### src/core/dcr_pkg.sv
package dcr_pkg;
    // Command encodings {ras_n, cas_n, we_n}
    localparam logic [2:0] CMD_MRS   = 3'h0;
    localparam logic [2:0] CMD_REF   = 3'h1;
    localparam logic [2:0] CMD_PRE   = 3'h2;
    localparam logic [2:0] CMD_ACT   = 3'h3;
    localparam logic [2:0] CMD_WRITE = 3'h4;
    localparam logic [2:0] CMD_READ  = 3'h5;
    localparam logic [2:0] CMD_ZQ    = 3'h6;
    localparam logic [2:0] CMD_NOP   = 3'h7;
    // Mode register selects on bank address
    localparam logic [2:0] MR_ZERO  = 3'h0;
    localparam logic [2:0] MR_ONE   = 3'h1;
    localparam logic [2:0] MR_TWO   = 3'h2;
    localparam logic [2:0] MR_THREE = 3'h3;
    // Field positions
    localparam int MR3_READOUT_EN_BIT = 2;
    localparam int MR1_LOOP_OFF_BIT   = 0;
    localparam int CHOP_SELECT_BIT    = 12;
    localparam int NIBBLE_BIT         = 2;
    localparam int AP_BIT             = 10;
    // Burst length field of mode_reg_zero: 00 fixed eight, 01 on the fly, 10 fixed chop
    localparam logic [1:0] BL_FIXED_EIGHT = 2'h0;
    localparam logic [1:0] BL_ON_THE_FLY  = 2'h1;
    localparam logic [1:0] BL_FIXED_CHOP  = 2'h2;
    // Readout location with defined data
    localparam logic [1:0] LOC_PATTERN = 2'h0;
    // Pattern: burst bit 0 is LSB
    localparam logic [7:0] READOUT_PATTERN = 8'haa;
    // Reset values, loop-off latency and burst beat counts
    localparam logic [1:0] BL_RESET     = 2'h0;
    localparam logic [3:0] LAT_RESET    = 4'h6;
    localparam logic [3:0] LOOP_OFF_LAT = 4'h6;
    localparam int         BEATS_EIGHT  = 8;
    localparam int         BEATS_CHOP   = 4;
endpackage : dcr_pkg

### src/core/dcr_readout.sv
`timescale 1ns/100ps
// Function
// - Reads and auto-precharge reads come from the readout register while enabled.
// - Auto-precharge read in readout mode behaves as plain read, no precharge.
// - Reset works while readout mode is enabled.
// - With A2 low, normal array reads and writes regardless of A1, A0.
// - Readout bit drives bit 0 of both lanes; bits 7..1 copy it.
// - Eight-beat order 0..7; chop A2 low gives 0..3, high 4..7.
// - A12 selects chop on the fly if enabled; fixed chop also supported.
// - Other column bits including A10 and bank bits are ignored in readout.
// - Location 00b returns 0,1,0,1 pattern; burst bit 0 is the LSB.
// - Chip select low with strobes high is a no-operation; no command is taken, ongoing operations continue.
// - Chip select high deselects; ongoing operations continue.
// - Mode_reg_one A0 high disables the loop until written back to zero.
// - In loop-off mode a mode_reg_zero write sets cas latency to 6.
// - Loop-off read output starts at additive plus cas latency minus one.
module dcr_readout #(
    parameter int ADDR_W = 14
) (
    // Clock and reset
    input  wire logic              ref_clk_in,
    input  wire logic              rst_n_in,
    // Command bus
    input  wire logic              cs_n_in,
    input  wire logic              ras_n_in,
    input  wire logic              cas_n_in,
    input  wire logic              we_n_in,
    input  wire logic [2:0]        bank_in,
    input  wire logic [ADDR_W-1:0] addr_in,
    // Array read data for normal reads
    input  wire logic [15:0]       array_data_in,
    // Data out and array strobes
    output logic      [15:0]       dq_out,
    output logic                   dq_oe_n_out,
    output logic                   array_read_out,
    output logic                   array_write_out,
    output logic                   precharge_out,
    // Status
    output logic                   readout_en_out,
    output logic      [1:0]        readout_loc_out,
    output logic                   loop_off_out,
    output logic      [3:0]        cas_lat_out,
    output logic      [3:0]        add_lat_out
);

    // Decode
    wire logic [2:0] cmd_w       = {ras_n_in, cas_n_in, we_n_in};
    wire logic       sel_w       = !cs_n_in;
    wire logic       is_mrs_w    = sel_w && (cmd_w == dcr_pkg::CMD_MRS);
    wire logic       is_read_w   = sel_w && (cmd_w == dcr_pkg::CMD_READ);
    wire logic       is_write_w  = sel_w && (cmd_w == dcr_pkg::CMD_WRITE);
    wire logic       is_pre_w    = sel_w && (cmd_w == dcr_pkg::CMD_PRE);

    logic            readout_q;
    logic [1:0]      loc_q;
    logic            loop_off_q;
    logic [1:0]      bl_q;
    logic [3:0]      cl_q;
    logic [3:0]      al_q;
    logic [7:0]      shift_q;
    logic [3:0]      beats_q;
    logic [4:0]      delay_q;
    logic            pend_q;
    logic            pend_chop_q;
    logic            pend_nib_q;
    logic            pend_readout_q;

    // Chop decision: on the fly via A12, or fixed
    wire logic chop_w = (bl_q == dcr_pkg::BL_FIXED_CHOP) ||
                        ((bl_q == dcr_pkg::BL_ON_THE_FLY) &&
                         !addr_in[dcr_pkg::CHOP_SELECT_BIT]);
    // Output start: loop-off one cycle earlier
    wire logic [4:0] lat_w = loop_off_q ? 5'(al_q + cl_q - 4'h1)
                                        : 5'(al_q + cl_q);
    wire logic start_w = pend_q && (delay_q <= 5'h1);
    // Pattern slice, nibble selected by A2 for chopped bursts
    wire logic [7:0] pat_w = (loc_q == dcr_pkg::LOC_PATTERN) ?
                             dcr_pkg::READOUT_PATTERN : 8'h00;
    wire logic [7:0] sel_pat_w = (pend_chop_q && pend_nib_q) ?
                                 {4'h0, pat_w[7:4]} : pat_w;
    wire logic [3:0] nbeats_w = pend_chop_q ? 4'(dcr_pkg::BEATS_CHOP)
                                            : 4'(dcr_pkg::BEATS_EIGHT);

    // Mode registers
    always_ff @(posedge ref_clk_in or negedge rst_n_in) begin
        if (!rst_n_in) begin
            readout_q  <= 1'b0;
            loc_q      <= 2'h0;
            loop_off_q <= 1'b0;
            bl_q       <= dcr_pkg::BL_RESET;
            cl_q       <= dcr_pkg::LAT_RESET;
            al_q       <= 4'h0;
        end else if (is_mrs_w) begin
            case (bank_in)
                dcr_pkg::MR_ZERO: begin
                    bl_q <= addr_in[1:0];
                    cl_q <= loop_off_q ? dcr_pkg::LOOP_OFF_LAT
                                       : 4'(4 + addr_in[6:4]);
                end
                dcr_pkg::MR_ONE: begin
                    loop_off_q <= addr_in[dcr_pkg::MR1_LOOP_OFF_BIT];
                    al_q       <= (addr_in[4:3] == 2'h0) ? 4'h0 :
                                  4'(cl_q - {2'h0, addr_in[4:3]});
                end
                dcr_pkg::MR_THREE: begin
                    readout_q <= addr_in[dcr_pkg::MR3_READOUT_EN_BIT];
                    loc_q     <= addr_in[1:0];
                end
                default: begin
                end
            endcase
        end
    end

    // Read scheduling and burst
    always_ff @(posedge ref_clk_in or negedge rst_n_in) begin
        if (!rst_n_in) begin
            pend_q         <= 1'b0;
            delay_q        <= 5'h0;
            pend_chop_q    <= 1'b0;
            pend_nib_q     <= 1'b0;
            pend_readout_q <= 1'b0;
            shift_q        <= 8'h00;
            beats_q        <= 4'h0;
            dq_out         <= 16'h0000;
            dq_oe_n_out    <= 1'b1;
        end else begin
            if (is_read_w) begin
                pend_q         <= 1'b1;
                delay_q        <= lat_w;
                pend_chop_q    <= chop_w;
                pend_nib_q     <= addr_in[dcr_pkg::NIBBLE_BIT];
                pend_readout_q <= readout_q;
            end else if (pend_q) begin
                delay_q <= delay_q - 5'h1;
                if (start_w) begin
                    pend_q <= 1'b0;
                end
            end
            if (start_w) begin
                shift_q <= sel_pat_w;
                beats_q <= nbeats_w;
            end else if (beats_q != 4'h0) begin
                shift_q <= {1'b0, shift_q[7:1]};
                beats_q <= beats_q - 4'h1;
            end
            if (beats_q != 4'h0) begin
                dq_oe_n_out <= 1'b0;
                dq_out      <= pend_readout_q ? {2{{8{shift_q[0]}}}}
                                              : array_data_in;
            end else begin
                dq_oe_n_out <= 1'b1;
                dq_out      <= 16'h0000;
            end
        end
    end

    // Array strobes and status
    always_ff @(posedge ref_clk_in or negedge rst_n_in) begin
        if (!rst_n_in) begin
            array_read_out  <= 1'b0;
            array_write_out <= 1'b0;
            precharge_out   <= 1'b0;
            readout_en_out  <= 1'b0;
            readout_loc_out <= 2'h0;
            loop_off_out    <= 1'b0;
            cas_lat_out     <= dcr_pkg::LAT_RESET;
            add_lat_out     <= 4'h0;
        end else begin
            array_read_out  <= is_read_w && !readout_q;
            array_write_out <= is_write_w && !readout_q;
            precharge_out   <= (is_pre_w ||
                                (is_read_w && addr_in[dcr_pkg::AP_BIT])) &&
                               !readout_q;
            readout_en_out  <= readout_q;
            readout_loc_out <= loc_q;
            loop_off_out    <= loop_off_q;
            cas_lat_out     <= cl_q;
            add_lat_out     <= al_q;
        end
    end

    // Checks
    a_readout_no_array: assert property (@(posedge ref_clk_in) disable iff (!rst_n_in)
        is_read_w && readout_q |=> !array_read_out && !precharge_out)
        else $error("readout read reached array");

    a_rda_no_precharge: assert property (@(posedge ref_clk_in) disable iff (!rst_n_in)
        is_read_w && readout_q && addr_in[10] |=> !precharge_out)
        else $error("precharge in readout mode");

    a_lane_copy: assert property (@(posedge ref_clk_in) disable iff (!rst_n_in)
        !dq_oe_n_out && pend_readout_q |-> dq_out[15:8] == dq_out[7:0])
        else $error("byte lanes differ");

    a_normal_write: assert property (@(posedge ref_clk_in) disable iff (!rst_n_in)
        is_write_w && !readout_q |=> array_write_out)
        else $error("normal write lost");

    a_nop_quiet: assert property (@(posedge ref_clk_in) disable iff (!rst_n_in)
        !sel_w || cmd_w == dcr_pkg::CMD_NOP |=> !array_read_out && !array_write_out)
        else $error("command taken while idle");

    a_deselect_hold: assert property (@(posedge ref_clk_in) disable iff (!rst_n_in)
        cs_n_in |=> $stable(readout_q) && $stable(loop_off_q))
        else $error("state changed while deselected");

    a_loop_off_set: assert property (@(posedge ref_clk_in) disable iff (!rst_n_in)
        is_mrs_w && bank_in == dcr_pkg::MR_ONE |=> ##1 loop_off_out == $past(addr_in[0], 2))
        else $error("loop control not applied");

    a_loop_off_cl: assert property (@(posedge ref_clk_in) disable iff (!rst_n_in)
        is_mrs_w && bank_in == dcr_pkg::MR_ZERO && loop_off_q |=> cl_q == 4'h6)
        else $error("loop-off latency not six");

    a_pattern_first: assert property (@(posedge ref_clk_in) disable iff (!rst_n_in)
        start_w && pend_readout_q && loc_q == 2'h0 |=> ##1 dq_out[0] == 1'b0)
        else $error("pattern first beat wrong");

    a_reset_clear: assert property (@(posedge ref_clk_in)
        !rst_n_in |=> !readout_q)
        else $error("readout survived reset");

    a_readout_status: assert property (@(posedge ref_clk_in) disable iff (!rst_n_in)
        is_mrs_w && bank_in == dcr_pkg::MR_THREE |=> ##1 readout_en_out == $past(addr_in[2], 2))
        else $error("readout enable not applied");

    a_loc_status: assert property (@(posedge ref_clk_in) disable iff (!rst_n_in)
        is_mrs_w && bank_in == dcr_pkg::MR_THREE |=> ##1 readout_loc_out == $past(addr_in[1:0], 2))
        else $error("readout location not applied");

    a_chop_beats: assert property (@(posedge ref_clk_in) disable iff (!rst_n_in)
        start_w && pend_chop_q |=> beats_q == 4'h4)
        else $error("chop burst length wrong");

    a_eight_beats: assert property (@(posedge ref_clk_in) disable iff (!rst_n_in)
        start_w && !pend_chop_q |=> beats_q == 4'h8)
        else $error("eight burst length wrong");

    a_fly_chop: assert property (@(posedge ref_clk_in) disable iff (!rst_n_in)
        is_read_w && bl_q == dcr_pkg::BL_ON_THE_FLY && !addr_in[12] |=> pend_chop_q)
        else $error("on the fly chop lost");

    a_fixed_chop: assert property (@(posedge ref_clk_in) disable iff (!rst_n_in)
        is_read_w && bl_q == dcr_pkg::BL_FIXED_CHOP |=> pend_chop_q)
        else $error("fixed chop lost");

    a_nibble_take: assert property (@(posedge ref_clk_in) disable iff (!rst_n_in)
        is_read_w |=> pend_nib_q == $past(addr_in[2]))
        else $error("nibble select lost");

    a_loop_on_lat: assert property (@(posedge ref_clk_in) disable iff (!rst_n_in)
        is_read_w && !loop_off_q |=> delay_q == $past({1'b0, al_q} + {1'b0, cl_q}))
        else $error("loop-on read latency wrong");

    a_loop_off_lat: assert property (@(posedge ref_clk_in) disable iff (!rst_n_in)
        is_read_w && loop_off_q |=> delay_q == $past({1'b0, al_q} + {1'b0, cl_q}) - 5'h1)
        else $error("loop-off read latency wrong");

    a_readout_source: assert property (@(posedge ref_clk_in) disable iff (!rst_n_in)
        is_read_w |=> pend_readout_q == $past(readout_q))
        else $error("read source not taken");

    a_lane_bit_copy: assert property (@(posedge ref_clk_in) disable iff (!rst_n_in)
        !dq_oe_n_out && pend_readout_q |-> dq_out == {16{dq_out[0]}})
        else $error("lane bits differ");

    a_deselect_quiet: assert property (@(posedge ref_clk_in) disable iff (!rst_n_in)
        cs_n_in |=> !array_read_out && !array_write_out && !precharge_out)
        else $error("strobe while deselected");

    a_nop_no_mode: assert property (@(posedge ref_clk_in) disable iff (!rst_n_in)
        sel_w && cmd_w == dcr_pkg::CMD_NOP |=> $stable(cl_q) && $stable(bl_q))
        else $error("mode changed on no-operation");

    a_burst_drive: assert property (@(posedge ref_clk_in) disable iff (!rst_n_in)
        beats_q != 4'h0 |=> !dq_oe_n_out)
        else $error("burst beat not driven");

    a_write_blocked: assert property (@(posedge ref_clk_in) disable iff (!rst_n_in)
        is_write_w && readout_q |=> !array_write_out)
        else $error("write reached array in readout");

    a_idle_zero: assert property (@(posedge ref_clk_in) disable iff (!rst_n_in)
        dq_oe_n_out |-> dq_out == 16'h0000)
        else $error("data while not driving");

endmodule : dcr_readout

### config.mk
export PLATFORM = sky130hd
export DESIGN_NAME = dcr_readout
export DESIGN_NICKNAME = d
export VERILOG_FILES = /design/src/core/dcr_pkg.sv /design/src/core/dcr_readout.sv
export SDC_FILE = /design/constraint.sdc
export NUM_CORES = 1
export LEC_CHECK = 0
export ABC_CLOCK_PERIOD_IN_PS = 2200
export BUFFER_PORTS_ARGS = -buffer_cell sky130_fd_sc_hd__buf_2
export CORE_MARGIN = 2
export CORE_UTILIZATION = 30
export CTS_BUF_LIST = sky130_fd_sc_hd__clkbuf_4 sky130_fd_sc_hd__clkbuf_8 sky130_fd_sc_hd__clkbuf_16
export DETAILED_ROUTE_END_ITERATION = 12
export GPL_TIMING_DRIVEN = 0
export SLEW_MARGIN = 10
export SYNTH_ARGS = -nofsm -noshare
export SYNTH_HDL_FRONTEND = slang
export SYNTH_SLANG_ARGS = --single-unit
### constraint.sdc
create_clock -name ref_clk_in -period 2.2 [get_ports ref_clk_in]
set_input_delay 0.22 -clock ref_clk_in [delete_from_list [all_inputs] [get_ports ref_clk_in]]
set_output_delay 0.22 -clock ref_clk_in [all_outputs]
set_load 0.005 [all_outputs]
[After elaboration in Yosys (flattened, before gate mapping)]
Cells that the tools add are included.
Widths: inputs -> output; s select.
Word-level totals
  bits in registers: 67
  latch bits: 0
  RAM bits: 0
  memory bits (read-only): 0
  word-level logic and storage cells: 81
  memories kept: 0
Cells by class
  $add $sub $neg: 6
  multiply operators: 0
  div/mod/pow operators: 0
  magnitude comparators: 1
  eq/ne operators: 7
  shifts and indexed selects: 0
  multiplexer cells: 18
  bitwise operators: 0
  reductions and logical operators: 26
Operators with widths (number)
  $mux 16: 2
  $mux 8: 4
  $mux 4: 5
  $mux 5: 3
  $logic_and 1x1->1: 11
  $sub 5x1->5 const B: 2
  $eq 3x2->1 const B: 2
  $eq 3x3->1 const B: 2
  $logic_not 3->1: 2
  $reduce_and 2->1: 3
  $add 4x4->5: 1
  $le 5x1->1 const B: 1
  $add 3x3->4 const A: 1
  $logic_not 2->1: 2
  $mux 1: 4
  $reduce_bool 2->1: 2
  $reduce_bool 4->1: 1
  $sub 4x1->4 const B: 1
  $sub 4x2->4: 1
  $eq 3x1->1 const B: 1
  $logic_not 1->1: 3
  $eq 2x1->1 const B: 1
  $eq 2x2->1 const B: 1
  $logic_or 1x1->1: 2

[Longest topological paths before layout]
  depth after elaboration: 5
  mapped depth: 7
  mapped depth without buffers: 7

[Worst setup path before layout]
OpenSTA, ideal clock, no wires.
  path type: register to register
  from: reg cl_q[0]
  to: reg delay_q[3]
  library setup time: 136 ps
  arrival time: 1761 ps
  data required time: 2064 ps
  path slack: 303 ps
  cell stages (with the launch flop): 7
  path buffers: 0
  clock period less this slack: 1897 ps
  path through: dfrtp_1 -> ha_1 -> fa_1 -> xor2_1 -> nor4b_1 -> xnor2_1 -> a21oi_1
Between the ends
  longest elaborated chain between the ends: 4
Ends and longest elaborated chain
  from (decl): line dcr_readout.sv:58  | logic [3:0] cl_q;
  from (signal assigned): line dcr_readout.sv:91  | cl_q <= dcr_pkg::LAT_RESET;
  from (signal assigned): line dcr_readout.sv:97  | cl_q <= loop_off_q ? dcr_pkg::LOOP_OFF_LAT
  $add 4x4->5 *: line dcr_readout.sv:73, dcr_readout.sv:74
  $sub 5x1->5: line dcr_readout.sv:73  | wire logic [4:0] lat_w = loop_off_q ? 5'(al_q + cl_q - 4'h1)
  $mux 5 *: line dcr_readout.sv:73
  $mux 5 *: line dcr_readout.sv:128  | if (is_read_w) begin
  to (signal assigned): line dcr_readout.sv:130  | delay_q <= lat_w;
  to (signal assigned): line dcr_readout.sv:135  | delay_q <= delay_q - 5'h1;
  to (decl): line dcr_readout.sv:62  | logic [4:0] delay_q;
Every way passes the cells marked *; elsewhere a longest branch is shown, timed or not.
A chain may end at the register's enable or synchronous reset.

[Worst setup path in the final report]
Ends and elaborated chain as after synthesis.

==> key figures <==
Synth
  • Avg Inst Size Synth: about 11 µm²
  • Synth Net Count: 310
  • Post-synth cell types: 35
  • Post-Syn Instances: 259
  • Register area share after synthesis: 0.584
  • YS warnings: 0
  • Ys flop type: dfrtp_1
  • Synthesized cell area: 0.00288 mm²
  • Post-synth EDFFs: 0
  • Asr flop ratio synth: 1.00
  • Seq cells post-synth: 67

Power and ir drop
  • Clk pwr share: 0.295
  • Cell-internal power: 2.62 mW
  • Leakage power: 1.78 nW
  • Logic pwr share: 0.249
  • Switching part of the total power: 0.302
  • Power per cell area: 1030 mW/mm²
  • Switch Pwr: 1.13 mW
  • VDD IR max: ~0.40 mV
  • Flop pwr share: 0.456

Hold path
  • WHS Path Cells: 2
  • Hold Path Class: primary input to register
  • WHS Endpoint: precharge_out
  • Worst Hold Launch: cs_n_in

Critical path
  • Worst Path Max Fanout: 4
  • Cells along the critical path: ha_1, fa_1, xor2_1, nor4b_1, xnor2_1, a21oi_1
  • CP delay by family, top: adder cells
  • Crit path capture type: register
  • Worst reg2reg setup slack: 0.15 ns
  • Worst EP required: 2.40 ns
  • FF-to-FF End: delay_q[3]
  • WP data arrival: around 2.3 ns
  • Reg2Reg Launch Point: cl_q[0]
  • Crit-path max cell delay: about 0.42 ns
  • CP bufs+invs: 0
  • Reg2Reg Depth: 6
  • Kind of critical path: register to register
  • Startpoint types: register
  • Slowest cell on the critical path: dfrtp_1

Floorplanning
  • Die area: 0.0104 mm²
  • CORE AREA: 0.00928 mm²
  • Die width: 102 µm
  • Initial core utilization: 0.311
  • Cell Rows: 35
  • Die Ht: 102 µm
  • I/O Pins: between 70 and 80

Cells and area
  • Area growth, synth to finish: 25.9%
  • Area of the multi-input gates: 0.00112 mm²
  • Share of cells above drive strength 1: 0.301
  • Register Area: 0.00168 mm²
  • Ant. Diodes: 0
  • Non-Filler Instances: 471
  • Final Cell Area: roughly 0.0036 mm²
  • Final nets: 388
  • Fillers: 941

Timing
  • Setup ws final: 0.149 ns
  • RSZ-0062 raised after global routing: false
  • Setup Skew: around 0.011 ns
  • Slew Limit Headroom: 0.575
  • Max Freq: a little under 500 MHz
  • Tightest Pin Transition: approximately 0.64 ns
  • Final worst-path cycle share: 0.932
  • Final hold viol count: 0
  • Setup TNS: 0 ns
  • Max Transition Viols Final: 0
  • Setup violators final: 0
  • Period minus WS final: 2.05 ns

Clock tree
  • CTS resizes: 0
  • Max H-tree Level: 3
  • CTS tree: done
  • Total CTS buffers: 9
  • Clk buf depth: 2
  • Postcts setup bufs: 0
  • Clock tree sinks: between 60 and 70
  • Clock root cell: clkbuf_8
  • Clock insertion delay at the later pin of the skew report: 0.34 ns
  • Reg clk slew, reported paths: 0.07 ns

Routing
  • Routed length per instance: 12.0 µm
  • Vias: 2093
  • Final ANT Viol Nets: 0
  • First drt pass iteration count: 5
  • Via-to-Cell Ratio: 4.44
  • # DRC: 0
  • Final WL: 5660 µm
  • 1st-iter DRT viols: 79

Global route
  • Largest net degree at the start of global routing: 51
  • Overall routing resource usage: 0.116
  • GR Overflow Total: 0
  • First-pass GRT wire length: roughly 9400 µm
  • Vias in the first global route: 2054
  • Initial antenna violation count: 0

Place
  • Cell Count Post-Placement: 454
  • HPWL after detailed placement: just over 4000 µm
  • Placed Instance Area: 0.00340 mm²
  • Gp weighted congestion: 0.801
  • Dpl ws: roughly 0.17 ns
  • Port bufs: 65

Job
  • Max_cap viols: 0

Outcome
  • Status: finished clean
worst max path at each step:
stage | startpoint | end | slack [ns] | cells past startpoint
2_1_floorplan | cl_q[0] | delay_q[3] | 0.30 | 6
3_3_place_gp | cl_q[0] | delay_q[3] | 0.20 | 6
3_5_place_dp | cl_q[0] | delay_q[4] | 0.17 | 7
4_1_cts | cl_q[0] | delay_q[3] | 0.14 | 6
5_1_grt | cl_q[0] | delay_q[3] | 0.02 | 6
6_report | cl_q[0] | delay_q[3] | 0.15 | 6
stage by stage:
| stage | utilization | hold WS, ns | power [mW] |
|---|---|---|---|
| after floorplan | - | -0.0756 | 2.34 |
| after global placement | 0.363 | 0.359 | 2.64 |
| final | 0.391 | 0.104 | 3.75 |
| after detailed placement | 0.366 | 0.114 | 2.68 |
| after CTS | 0.391 | 0.0803 | 3.82 |
| after global routing | 0.391 | 0.0949 | 4.04 |
metal layers:
layer / GRT usage / wire, µm / vias to the layer above
li1: - / - / 1035
met5: 0 / 0 / -
met4: 0.0400 / 63 / 0
met2: 0.188 / 2620 / 66
met1: 0.144 / 2610 / 985
met3: 0.0397 / 371 / 7
kinds of logic after synthesis:
logic type	synth area share
xor gates and xnor gates	0.0364
DFF	0.584
AOI/OAI and AO/OA	0.102
adders and majority gates	0.0573
muxes	0.0421
and+or+nand+nor	0.152
buffers and inverters	0.0273
state kept, by name, indices dropped and copies added (netlist names), 2 cells and up:
| signal | cells |
|---|---|
| al_q | 4 |
| loc_q | 2 |
| shift_q | 8 |
| dq_out | 16 |
| readout_loc_out | 2 |
| add_lat_out | 4 |
| cas_lat_out | 4 |
| bl_q | 2 |
| beats_q | 4 |
| cl_q | 4 |
| delay_q | 5 |
cell type report:
type                    instances  area share
repair buffers                 67       0.101
clock buffers                  10      0.0362
flip-flops and latches         67       0.464
plain buffers                   7     0.00724
multi-input cells             171       0.309
clock inverters                 6      0.0241
well taps                     129      0.0445
inverters                      14      0.0145
cell usage in the layout, fill, tap and decap left out, types with 2 or more instances in the layout:
cell       instances
bufinv_16          2
nor2_1            15
nand3_1            5
nand2b_1          16
o31ai_1            4
mux2i_1            2
a31oi_1            2
clkbuf_8           9
xor2_1             6
mux2_2             9
ha_1              10
nor4_1             3
a211oi_1           3
o21ai_0           10
buf_2             64
clkinv_2           2
inv_1             13
nor3b_1            3
a21oi_1           29
nor3_1             6
clkbuf_1           4
dfstp_2            5
dfrtp_1           62
xnor2_1            6
buf_1              3
nand2_1           27
fa_1               2
a21o_1             3
timing repair:
item | 4_1_cts | 5_1_grt
setup endpoints to repair | 0 | 0
hold buffers | 1 | 0
endpoints found under the hold margin | 17 | 0
power groups by stage:
stage	logic (mW)	registers, mW	clock network (mW)
finish	0.936	1.71	1.11
global route	1.08	1.75	1.21
global placement	0.915	1.73	0
CTS	0.954	1.72	1.15
floorplan	0.624	1.71	0
detailed placement	0.946	1.74	0
synth_stat cells, drive strengths merged, types with 4 or more instances:
library cell | instances | share of area
mux2 | 9 | 0.035
inv | 14 | 0.018
o21ai | 10 | 0.017
dfrtp | 62 | 0.54
nor2 | 15 | 0.020
o31ai | 4 | 0.010
dfstp | 5 | 0.046
ha | 10 | 0.043
nand2b | 16 | 0.035
xnor2 | 6 | 0.018
nand2 | 28 | 0.037
xor2 | 6 | 0.018
nor3 | 8 | 0.020
nand3 | 5 | 0.0087
a21oi | 29 | 0.050
clkbuf | 4 | 0.0052
Power figures use the tool's default switching activity.
